===== src/verilog/split_timer_pkg.sv =====
// Purpose: Shared constants and types for the split timer block
// Assumes: One timer module per top instance; twelve modules share one sync mask
// Notes: Narrow modules use 16-bit halves, wide modules 32-bit halves
package split_timer_pkg;
    localparam int NARROW_HALF_W = 16;
    localparam int WIDE_HALF_W = 32;
    localparam int NARROW_PRE_W = 8;
    localparam int WIDE_PRE_W = 16;
    localparam int SYNC_BITS = 24;
    localparam int MODULES_PER_KIND = 6;
    localparam int WIDE_SYNC_BASE = 12;
    localparam int SYNC_A_OFS = 0;
    localparam int SYNC_B_OFS = 1;
    localparam int SYNC_BITS_PER_MODULE = 2;
    localparam logic [1:0] SEL_A = 2'h1;
    localparam logic [1:0] SEL_B = 2'h2;

    typedef enum logic [3:0] {
        MODE_ONESHOT = 4'h1,
        MODE_PERIODIC = 4'h2,
        MODE_RTC = 4'h4,
        MODE_EDGECOUNT = 4'h8
    } mode_t;

    typedef enum logic [1:0] {
        EDGE_RISE = 2'h1,
        EDGE_FALL = 2'h2,
        EDGE_BOTH = 2'h3
    } edge_t;
endpackage


===== src/verilog/timer_half.sv =====
// Purpose: One timer half: combined counter with prescaler, match and capture edges
// Assumes: Load, match and prescale values are held stable by the parent
// Notes: Full width disables the prescaler and widens the counter to FW bits
`timescale 1ns/1ps
`default_nettype none
module timer_half #(
    parameter int HW = 16,
    parameter int PW = 8,
    parameter int FW = 32
) (
    input wire logic clk,
    input wire logic rstn,
    input wire logic fullMode,
    input wire split_timer_pkg::mode_t mode,
    input wire split_timer_pkg::edge_t edgeSel,
    input wire logic countUp,
    input wire logic run,
    input wire logic [FW-1:0] loadVal,
    input wire logic [PW-1:0] preVal,
    input wire logic [FW-1:0] matchVal,
    input wire logic [PW-1:0] preMatch,
    input wire logic loadNow,
    input wire logic syncNow,
    input wire logic capIn,
    output logic [FW-1:0] countVal,
    output logic [PW-1:0] preCount,
    output logic timeout,
    output logic matchHit
);
    localparam int RW = FW + PW;
    localparam logic [RW-1:0] FULL_MASK = RW'({FW{1'b1}});
    localparam logic [RW-1:0] HALF_MASK = RW'({(HW + PW){1'b1}});
    localparam logic [RW-1:0] ONE = RW'(1);

    logic [RW-1:0] comb_reg;
    logic stopped_reg;
    logic capPrev_reg;
    logic [RW-1:0] loadComb, matchComb, limit;
    logic lsbPre, edgeHit, step, terminal;

    always_comb begin
        lsbPre = !countUp && (mode == split_timer_pkg::MODE_ONESHOT ||
                              mode == split_timer_pkg::MODE_PERIODIC);
        limit = fullMode ? FULL_MASK : HALF_MASK;
        if (fullMode) begin
            loadComb = RW'(loadVal);
            matchComb = RW'(matchVal);
        end else if (lsbPre) begin
            loadComb = RW'({loadVal[HW-1:0], preVal});
            matchComb = RW'({matchVal[HW-1:0], preMatch});
        end else begin
            loadComb = RW'({preVal, loadVal[HW-1:0]});
            matchComb = RW'({preMatch, matchVal[HW-1:0]});
        end
        unique case (edgeSel)
            split_timer_pkg::EDGE_RISE: edgeHit = capIn && !capPrev_reg;
            split_timer_pkg::EDGE_FALL: edgeHit = !capIn && capPrev_reg;
            split_timer_pkg::EDGE_BOTH: edgeHit = capIn != capPrev_reg;
            default: edgeHit = 1'b0;
        endcase
        step = (mode == split_timer_pkg::MODE_EDGECOUNT) ? edgeHit : 1'b1;
        terminal = countUp ? (comb_reg == (loadComb & limit)) : (comb_reg == '0);
    end

    always_ff @(posedge clk or negedge rstn) begin
        if (!rstn) begin
            capPrev_reg <= 1'b0;
        end else begin
            capPrev_reg <= capIn;
        end
    end

    always_ff @(posedge clk or negedge rstn) begin
        if (!rstn) begin
            comb_reg <= '0;
            stopped_reg <= 1'b0;
            timeout <= 1'b0;
        end else begin
            timeout <= 1'b0;
            if (syncNow) begin
                comb_reg <= countUp ? '0 : (loadComb & limit);
                stopped_reg <= 1'b0;
            end else if (loadNow) begin
                comb_reg <= loadComb & limit;
                stopped_reg <= 1'b0;
            end else if (run && step && !stopped_reg) begin
                if (terminal) begin
                    timeout <= 1'b1;
                    if (mode == split_timer_pkg::MODE_ONESHOT) begin
                        stopped_reg <= 1'b1;
                    end else begin
                        comb_reg <= countUp ? '0 : (loadComb & limit);
                    end
                end else begin
                    comb_reg <= countUp ? ((comb_reg + ONE) & limit) : ((comb_reg - ONE) & limit);
                end
            end
        end
    end

    always_ff @(posedge clk or negedge rstn) begin
        if (!rstn) begin
            matchHit <= 1'b0;
        end else begin
            matchHit <= (comb_reg == (matchComb & limit));
        end
    end

    always_comb begin
        if (fullMode) begin
            countVal = comb_reg[FW-1:0];
            preCount = '0;
        end else if (lsbPre) begin
            countVal = FW'(comb_reg[PW +: HW]);
            preCount = comb_reg[PW-1:0];
        end else begin
            countVal = FW'(comb_reg[HW-1:0]);
            preCount = comb_reg[HW +: PW];
        end
    end

    property p_syncReload;
        @(posedge clk) disable iff (!rstn)
        syncNow && !countUp |=> comb_reg == $past(loadComb & limit);
    endproperty
    a_syncReload: assert property (p_syncReload) else $error("sync did not reload counter");

    property p_loadImmediate;
        @(posedge clk) disable iff (!rstn)
        loadNow && !syncNow |=> comb_reg == $past(loadComb & limit);
    endproperty
    a_loadImmediate: assert property (p_loadImmediate) else $error("load not applied at once");

    property p_halted;
        @(posedge clk) disable iff (!rstn)
        !run && !loadNow && !syncNow |=> $stable(comb_reg);
    endproperty
    a_halted: assert property (p_halted) else $error("counter moved while halted");

    property p_noPreFull;
        @(posedge clk) disable iff (!rstn)
        fullMode |-> preCount == '0 && comb_reg[RW-1:FW] == '0;
    endproperty
    a_noPreFull: assert property (p_noPreFull) else $error("prescaler active in full width");

    property p_lsbOrder;
        @(posedge clk) disable iff (!rstn)
        !fullMode && lsbPre && loadNow && !syncNow
            |=> preCount == $past(preVal) && countVal == FW'($past(loadVal[HW-1:0]));
    endproperty
    a_lsbOrder: assert property (p_lsbOrder) else $error("prescaler not in low bits");
endmodule
`default_nettype wire


===== src/verilog/split_timer.sv =====
// Purpose: One split timer module with prescaler, calendar run control and sync fan-out
// Assumes: Module 0 gets IS_FIRST=1 and feeds its syncOut to every module's syncIn
// Notes: Writes steer half A, half B or both via wrSel; full width uses only A
//
// Contract
// - prescaler acts only in half-width operation
// - prescale range 255 narrow, 65535 wide
// - down periodic/one-shot: prescaler is low bits
// - other half modes: prescaler is high bits
// - calendar enable cleared stops and holds count
// - calendar enable starts only in calendar mode
// - sync control lives only in first module
// - sync hits exactly the selected counters
// - half-width A and B selected independently
// - full width: only A select bit acts, except on prescale and prescale match writes
// - 24 select bits, twelve modules
// - value read is live count, A in full
// - full width uses only A registers
// - wide full width gives 64-bit count
// - prescale writable to A, B or both
// - prescale match extends match like prescaler
// - load write while running applies immediately
`timescale 1ns/1ps
`default_nettype none
module split_timer #(
    parameter int HW = split_timer_pkg::NARROW_HALF_W,
    parameter int MODULE_INDEX = 0,
    parameter bit IS_FIRST = 1'b0
) (
    input wire logic clk,
    input wire logic rstn,
    input wire logic fullWidth,
    input wire split_timer_pkg::mode_t modeA,
    input wire split_timer_pkg::mode_t modeB,
    input wire logic countUpA,
    input wire logic countUpB,
    input wire split_timer_pkg::edge_t edgeSelA,
    input wire split_timer_pkg::edge_t edgeSelB,
    input wire logic enableA,
    input wire logic enableB,
    input wire logic calendarEnSet,
    input wire logic calendarEnClr,
    input wire logic captureA,
    input wire logic captureB,
    input wire logic [1:0] wrSel,
    input wire logic loadWr,
    input wire logic matchWr,
    input wire logic preWr,
    input wire logic preMatchWr,
    input wire logic [2*HW-1:0] wrData,
    input wire logic syncWrite,
    input wire logic [split_timer_pkg::SYNC_BITS-1:0] syncMask,
    input wire logic [split_timer_pkg::SYNC_BITS-1:0] syncIn,
    output logic [split_timer_pkg::SYNC_BITS-1:0] syncOut,
    output logic [2*HW-1:0] valueA,
    output logic [HW-1:0] valueB,
    output logic [HW/2-1:0] preCountA,
    output logic [HW/2-1:0] preCountB,
    output logic calendarRunning,
    output logic timeoutA,
    output logic timeoutB,
    output logic matchA,
    output logic matchB
);
    localparam int PW = HW / 2;
    localparam int FW = 2 * HW;
    localparam bit WIDE = (HW == split_timer_pkg::WIDE_HALF_W);
    localparam int BIT_A = (WIDE ? split_timer_pkg::WIDE_SYNC_BASE : 0)
        + MODULE_INDEX * split_timer_pkg::SYNC_BITS_PER_MODULE + split_timer_pkg::SYNC_A_OFS;
    localparam int BIT_B = BIT_A - split_timer_pkg::SYNC_A_OFS + split_timer_pkg::SYNC_B_OFS;

    initial begin
        if (HW != split_timer_pkg::NARROW_HALF_W && HW != split_timer_pkg::WIDE_HALF_W) begin
            $error("HW must be the narrow or wide half width");
        end
        if (MODULE_INDEX < 0 || MODULE_INDEX >= split_timer_pkg::MODULES_PER_KIND) begin
            $error("MODULE_INDEX out of range");
        end
    end

    logic [FW-1:0] loadA_reg, matchA_reg;
    logic [HW-1:0] loadB_reg, matchB_reg;
    logic [PW-1:0] preA_reg, preB_reg, preMatchA_reg, preMatchB_reg;
    logic calendarEn_reg;
    logic loadNowA, loadNowB, syncA, syncB, runA, runB;
    logic wrA, wrB;
    logic [FW-1:0] valueBWide;
    logic [FW-1:0] loadANext;
    logic [HW-1:0] loadBNext;

    // Full width ignores the B selector so stray B writes cannot disturb A
    assign wrA = wrSel[0];
    assign wrB = wrSel[1] && !fullWidth;

    always_ff @(posedge clk or negedge rstn) begin
        if (!rstn) begin
            loadA_reg <= '0;
            loadB_reg <= '0;
        end else if (loadWr) begin
            if (wrA) begin
                loadA_reg <= fullWidth ? wrData : FW'(wrData[HW-1:0]);
            end
            if (wrB) begin
                loadB_reg <= wrData[HW-1:0];
            end
        end
    end

    always_ff @(posedge clk or negedge rstn) begin
        if (!rstn) begin
            matchA_reg <= '0;
            matchB_reg <= '0;
        end else if (matchWr) begin
            if (wrA) begin
                matchA_reg <= fullWidth ? wrData : FW'(wrData[HW-1:0]);
            end
            if (wrB) begin
                matchB_reg <= wrData[HW-1:0];
            end
        end
    end

    // Prescale fields are PW wide, so values above the range cannot be stored
    always_ff @(posedge clk or negedge rstn) begin
        if (!rstn) begin
            preA_reg <= '0;
            preB_reg <= '0;
        end else if (preWr) begin
            if (wrSel[0]) begin
                preA_reg <= wrData[PW-1:0];
            end
            if (wrSel[1]) begin
                preB_reg <= wrData[PW-1:0];
            end
        end
    end

    always_ff @(posedge clk or negedge rstn) begin
        if (!rstn) begin
            preMatchA_reg <= '0;
            preMatchB_reg <= '0;
        end else if (preMatchWr) begin
            if (wrSel[0]) begin
                preMatchA_reg <= wrData[PW-1:0];
            end
            if (wrSel[1]) begin
                preMatchB_reg <= wrData[PW-1:0];
            end
        end
    end

    // Set wins over clear; set is refused outside calendar mode
    always_ff @(posedge clk or negedge rstn) begin
        if (!rstn) begin
            calendarEn_reg <= 1'b0;
        end else if (calendarEnSet && modeA == split_timer_pkg::MODE_RTC) begin
            calendarEn_reg <= 1'b1;
        end else if (calendarEnClr || modeA != split_timer_pkg::MODE_RTC) begin
            calendarEn_reg <= 1'b0;
        end
    end
    assign calendarRunning = calendarEn_reg;

    // Only the first module latches the mask; the rest just listen
    always_ff @(posedge clk or negedge rstn) begin
        if (!rstn) begin
            syncOut <= '0;
        end else begin
            syncOut <= (IS_FIRST && syncWrite) ? syncMask : '0;
        end
    end

    always_comb begin
        syncA = IS_FIRST ? syncOut[BIT_A] : syncIn[BIT_A];
        syncB = (IS_FIRST ? syncOut[BIT_B] : syncIn[BIT_B]) && !fullWidth;
        // Reload must see the value being written, not the stale register
        loadANext = (loadWr && wrA) ? (fullWidth ? wrData : FW'(wrData[HW-1:0])) : loadA_reg;
        loadBNext = (loadWr && wrB) ? wrData[HW-1:0] : loadB_reg;
        loadNowA = loadWr && wrA && enableA;
        loadNowB = loadWr && wrB && enableB;
        runA = enableA && (modeA != split_timer_pkg::MODE_RTC || calendarEn_reg);
        runB = enableB && !fullWidth &&
            (modeB != split_timer_pkg::MODE_RTC || calendarEn_reg);
    end

    // Half A carries the whole FW-bit count in full width
    timer_half #(.HW(HW), .PW(PW), .FW(FW)) halfA (
        .clk(clk),
        .rstn(rstn),
        .fullMode(fullWidth),
        .mode(modeA),
        .edgeSel(edgeSelA),
        .countUp(countUpA),
        .run(runA),
        .loadVal(loadANext),
        .preVal(preA_reg),
        .matchVal(matchA_reg),
        .preMatch(preMatchA_reg),
        .loadNow(loadNowA),
        .syncNow(syncA),
        .capIn(captureA),
        .countVal(valueA),
        .preCount(preCountA),
        .timeout(timeoutA),
        .matchHit(matchA)
    );

    timer_half #(.HW(HW), .PW(PW), .FW(HW)) halfB (
        .clk(clk),
        .rstn(rstn),
        .fullMode(1'b0),
        .mode(modeB),
        .edgeSel(edgeSelB),
        .countUp(countUpB),
        .run(runB),
        .loadVal(loadBNext),
        .preVal(preB_reg),
        .matchVal(matchB_reg),
        .preMatch(preMatchB_reg),
        .loadNow(loadNowB),
        .syncNow(syncB),
        .capIn(captureB),
        .countVal(valueB),
        .preCount(preCountB),
        .timeout(timeoutB),
        .matchHit(matchB)
    );

    assign valueBWide = FW'(valueB);

    property p_bIgnoredFull;
        @(posedge clk) disable iff (!rstn)
        fullWidth && $past(fullWidth) && $stable(modeB) && $stable(countUpB)
            |-> $stable(valueBWide);
    endproperty
    a_bIgnoredFull: assert property (p_bIgnoredFull) else $error("B half moved in full width");

    property p_rtcSetRefused;
        @(posedge clk) disable iff (!rstn)
        calendarEnSet && modeA != split_timer_pkg::MODE_RTC |=> !calendarRunning;
    endproperty
    a_rtcSetRefused: assert property (p_rtcSetRefused) else $error("calendar run outside mode");

    property p_rtcStart;
        @(posedge clk) disable iff (!rstn)
        calendarEnSet && modeA == split_timer_pkg::MODE_RTC |=> calendarRunning;
    endproperty
    a_rtcStart: assert property (p_rtcStart) else $error("calendar run did not start");

    property p_syncOnlyFirst;
        @(posedge clk) disable iff (!rstn)
        !IS_FIRST |-> syncOut == '0;
    endproperty
    a_syncOnlyFirst: assert property (p_syncOnlyFirst) else $error("sync issued by other module");

    property p_syncFanout;
        @(posedge clk) disable iff (!rstn)
        IS_FIRST && syncWrite |=> syncOut == $past(syncMask) ##1 syncOut == '0 || $past(syncWrite);
    endproperty
    a_syncFanout: assert property (p_syncFanout) else $error("sync mask not issued once");
endmodule
`default_nettype wire


===== config.mk =====
export PLATFORM = sky130hd
export DESIGN_NAME = split_timer
export DESIGN_NICKNAME = d
export VERILOG_FILES = /design/src/verilog/split_timer_pkg.sv /design/src/verilog/timer_half.sv /design/src/verilog/split_timer.sv
export SDC_FILE = /design/constraint.sdc
export NUM_CORES = 1
export LEC_CHECK = 0
export ABC_AREA = 0
export BUFFER_PORTS_ARGS = -buffer_cell sky130_fd_sc_hd__buf_4
export CAP_MARGIN = 20
export CORE_ASPECT_RATIO = 1.2
export CORE_MARGIN = 2
export CORE_UTILIZATION = 35
export CTS_BUF_LIST = sky130_fd_sc_hd__clkbuf_4
export DETAILED_ROUTE_END_ITERATION = 8
export PLACE_DENSITY_LB_ADDON = 0.2
export RECOVER_POWER = 50
export SLEW_MARGIN = 20
export SYNTH_ARGS = -nofsm -noshare
export SYNTH_HDL_FRONTEND = slang
export SYNTH_HIERARCHICAL = 1
export SYNTH_SLANG_ARGS = --single-unit

===== constraint.sdc =====
create_clock -name clk -period 4.9 [get_ports clk]
set_clock_uncertainty 0.2 [all_clocks]
set_input_delay 0.49 -clock clk [delete_from_list [all_inputs] [get_ports clk]]
set_output_delay 0.49 -clock clk [all_outputs]
set_load 0.01 [all_outputs]

==> impl_metrics.tcl <==
set metrics [dict create \
    slew_viol_final 99 \
    whs_path_depth 3 \
    p_per_area_nw_per_um2 456 \
    wl_per_cell_um 22.9 \
    setup_ws_ns 0.711 \
    reg2reg_depth 12 \
    top_layer_used "met4" \
    cts_tree "yes" \
    worstSkewPairLatency_ns 0.65 \
    min_to "matchA_reg[16]" \
    async_reset_ff_share_pct 100 \
    viasPerCell 5.70 \
    grt_max_degree 99 \
    overflow 0 \
    dpl.hpwl_mm 43.0 \
    grt_pass1_vias 14200 \
    peakVddDrop_mv 0.203 \
    core_area_um2 44800 \
    cts_resized 0 \
    min_from "wrData[16]" \
    rr_endpoint "halfA/comb_reg[30]" \
    finalHoldViolations 0 \
    hold_path_class "in -> reg" \
    synth_area_leaders "dfrtp_1, mux2_2, a21oi_1, ha_1, nand2_1" \
    met3_length_mm 2.69 \
    clk_pin_slew_worst_paths_ns 0.17 \
    rsz0062_at_grt "no" \
    antenna_found_initial 1 \
    synth_edf_count 0 \
    dr.pass1.iters 5 \
    grt_usage_pct 24.7 \
    critical_path_class "in -> reg" \
    clock.fmax_mhz 239 \
    nFillCells 4614 \
    htree_levels 4 \
    fin_crit_ns 4.19 \
    layout-area-overhead-vs-synth_pct 13.1 \
    yosysUniqueCellTypes 96 \
    ys_seq_elements 193 \
    die_area_um2 47000 \
    nets 2067 \
    violations "max-capacitance violations, max-slew violations" \
    cts_made_buffers 17 \
    die_x_um 198 \
    relSlewSlack_pct -85.2 \
    status "finished, violations left" \
    synth_cells 1776 \
    placementRows 85 \
    end_kind "register" \
    ys.flop_type "dfrtp_1" \
    maxCapViolCount 1 \
    rrSetupSlack_ns 0.78 \
    startpoint "wrSel[0]" \
    drc 0 \
    ys_warn_count 6 \
    r2r_start "halfA/comb_reg[1]" \
    cts.sinks 193 \
    dr_wl_met2_mm 29.0 \
    tns_ns 0 \
    finalSetupViolCount 0 \
    layout-drive-gt1-share_pct 19.5 \
    netlist_area_um2 15800 \
    initial_core_util_pct 35.4 \
    final_antenna_net_count 0 \
    synth_top_area_share_pct 30.5 \
    worst_slew_pin_slew_ns 2.78 \
    ys_seq_area_share_pct 30.5 \
    critical_path_required_ns 5.25 \
    wirelength_mm 57.9 \
    path_max_fanout 49 \
    met1_length_mm 23.4 \
    layout_worst_path_cycle_share_pct 85.5 \
    cts-root-buf "clkbuf_4" \
    critPathLaunchType "input port" \
    clock_path_buffers 2 \
    leakage_nw 7.85 \
    syn_area_per_cell_um2 8.92 \
    port_buffers 131 \
    pre_cts_ws_ns 0.323 \
    grt_pass1_wl_mm 87.1 \
    yosys.area.top_type "dfrtp_1" \
    vias 14400 \
    drt-initial-drc-count 1039 \
    place.gp.congestion 0.961 \
    final_core_util_pct 40.0 \
    die_h_um 237 \
    crit_arrival_ns 4.53 \
    ios 203 \
]
==> stage by stage <==
step / instances / cell area, µm² / power, mW / hold slack, ns
after floorplan: 1800 / 15900 / 5.47 / -0.00559
after global placement: 2456 / 17400 / 7.11 / 0.269
after detailed placement: 2456 / 17400 / 7.15 / 0.289
after CTS: 2521 / 18000 / 8.17 / 0.0186
after global routing: 2522 / 17900 / 8.69 / 0.0151
final: 2522 / 17900 / 8.17 / 0.0642
==> how the worst max path moves through the flow <==
stage	endpoint	slack, ns
2_1_floorplan	halfA/comb_reg[29]	0.91
3_3_place_gp	halfA/comb_reg[4]	0.44
3_5_place_dp	halfA/comb_reg[4]	0.32
4_1_cts	halfA/comb_reg[30]	0.82
5_1_grt	halfA/comb_reg[7]	0.52
6_report	halfA/comb_reg[27]	0.71
==> critical path: stages <==
cell       delay (ns)
clkbuf_1         0.44
nand2_1          0.21
buf_12           0.20
mux2_1           0.39
nand2b_1         0.10
o221ai_1         0.10
a2111oi_0        0.44
o22ai_1          0.28
a2111oi_0        0.64
and4_1           0.30
a211oi_2         0.12
nor2_4           0.16
buf_12           0.24
mux2_2           0.36
==> logic make-up after synthesis <==
kind of cell	synth area share, %
compound gates	18.2
xor+xnor	6.86
fa+ha+maj	4.68
buf+inv	5.70
flops	30.5
mux	15.5
other cells	0.0237
simple gates	18.5
==> synthesized netlist by cell type (9+ instances only) <==
library cell / instances
mux2_4: 9
nor2_1: 89
and3_1: 25
mux2_2: 156
nor3_1: 23
nand3_1: 46
nand4_1: 18
ha_1: 56
nor2b_1: 19
o22ai_1: 10
xnor2_1: 67
o221ai_1: 11
buf_4: 28
and2_1: 38
mux2i_1: 55
xor2_1: 52
nand2_1: 175
o211ai_1: 9
a21oi_1: 149
o21ai_1: 9
buf_6: 12
a31oi_1: 15
o21a_1: 18
dfrtp_1: 193
buf_1: 9
nand2b_1: 25
nor4_1: 32
clkbuf_1: 61
a211oi_1: 13
a21o_1: 26
buf_2: 22
inv_1: 44
o21ai_0: 79
==> routing by layer <==
layer | vias to the layer above | GRT usage, %
li1 | 6670 | -
met1 | 7098 | 29.3
met2 | 473 | 43.7
met3 | 125 | 2.98
met4 | 0 | 11.8
met5 | - | 0
==> report_power, final <==
group	switching, mW	internal [mW]
Sequential	0.745	1.93
Combinational	2.50	2.03
Clock	0.645	0.319
Total	3.89	4.28
==> area by class of cell <==
cell class                 instances  area (µm²)  share of cell area (%)
multi-input combinational       1429       10200                    56.9
clock buffer                      17         128                   0.712
antenna                            1        2.50                  0.0140
timing repair buffer             213        1670                    9.30
sequential                       193        4830                    27.0
inverter                          45         169                   0.943
clock inverter                    15         173                   0.964
tap                              609         762                    4.25
==> timing repair <==
action | in CTS | in global routing
setup buffers | 0 | 0
hold buffers | 33 | 0
endpoints found under the hold margin | 183 | 0
==> placed cells by master (no fill, tap or decap), drive strengths merged, types with 32 or more instances in the layout <==
cell type | netlist | routed
a21oi | 150 | 150
and2 | 38 | 38
buf | 72 | 165
clkbuf | 61 | 32
dfrtp | 193 | 193
dlygate4sd3 | 0 | 33
ha | 56 | 56
inv | 44 | 50
mux2 | 166 | 166
mux2i | 55 | 55
nand2 | 178 | 178
nand3 | 46 | 46
nor2 | 93 | 93
nor4 | 37 | 37
o21ai | 91 | 91
xnor2 | 69 | 69
xor2 | 52 | 52
Power figures use the tool's default switching activity.
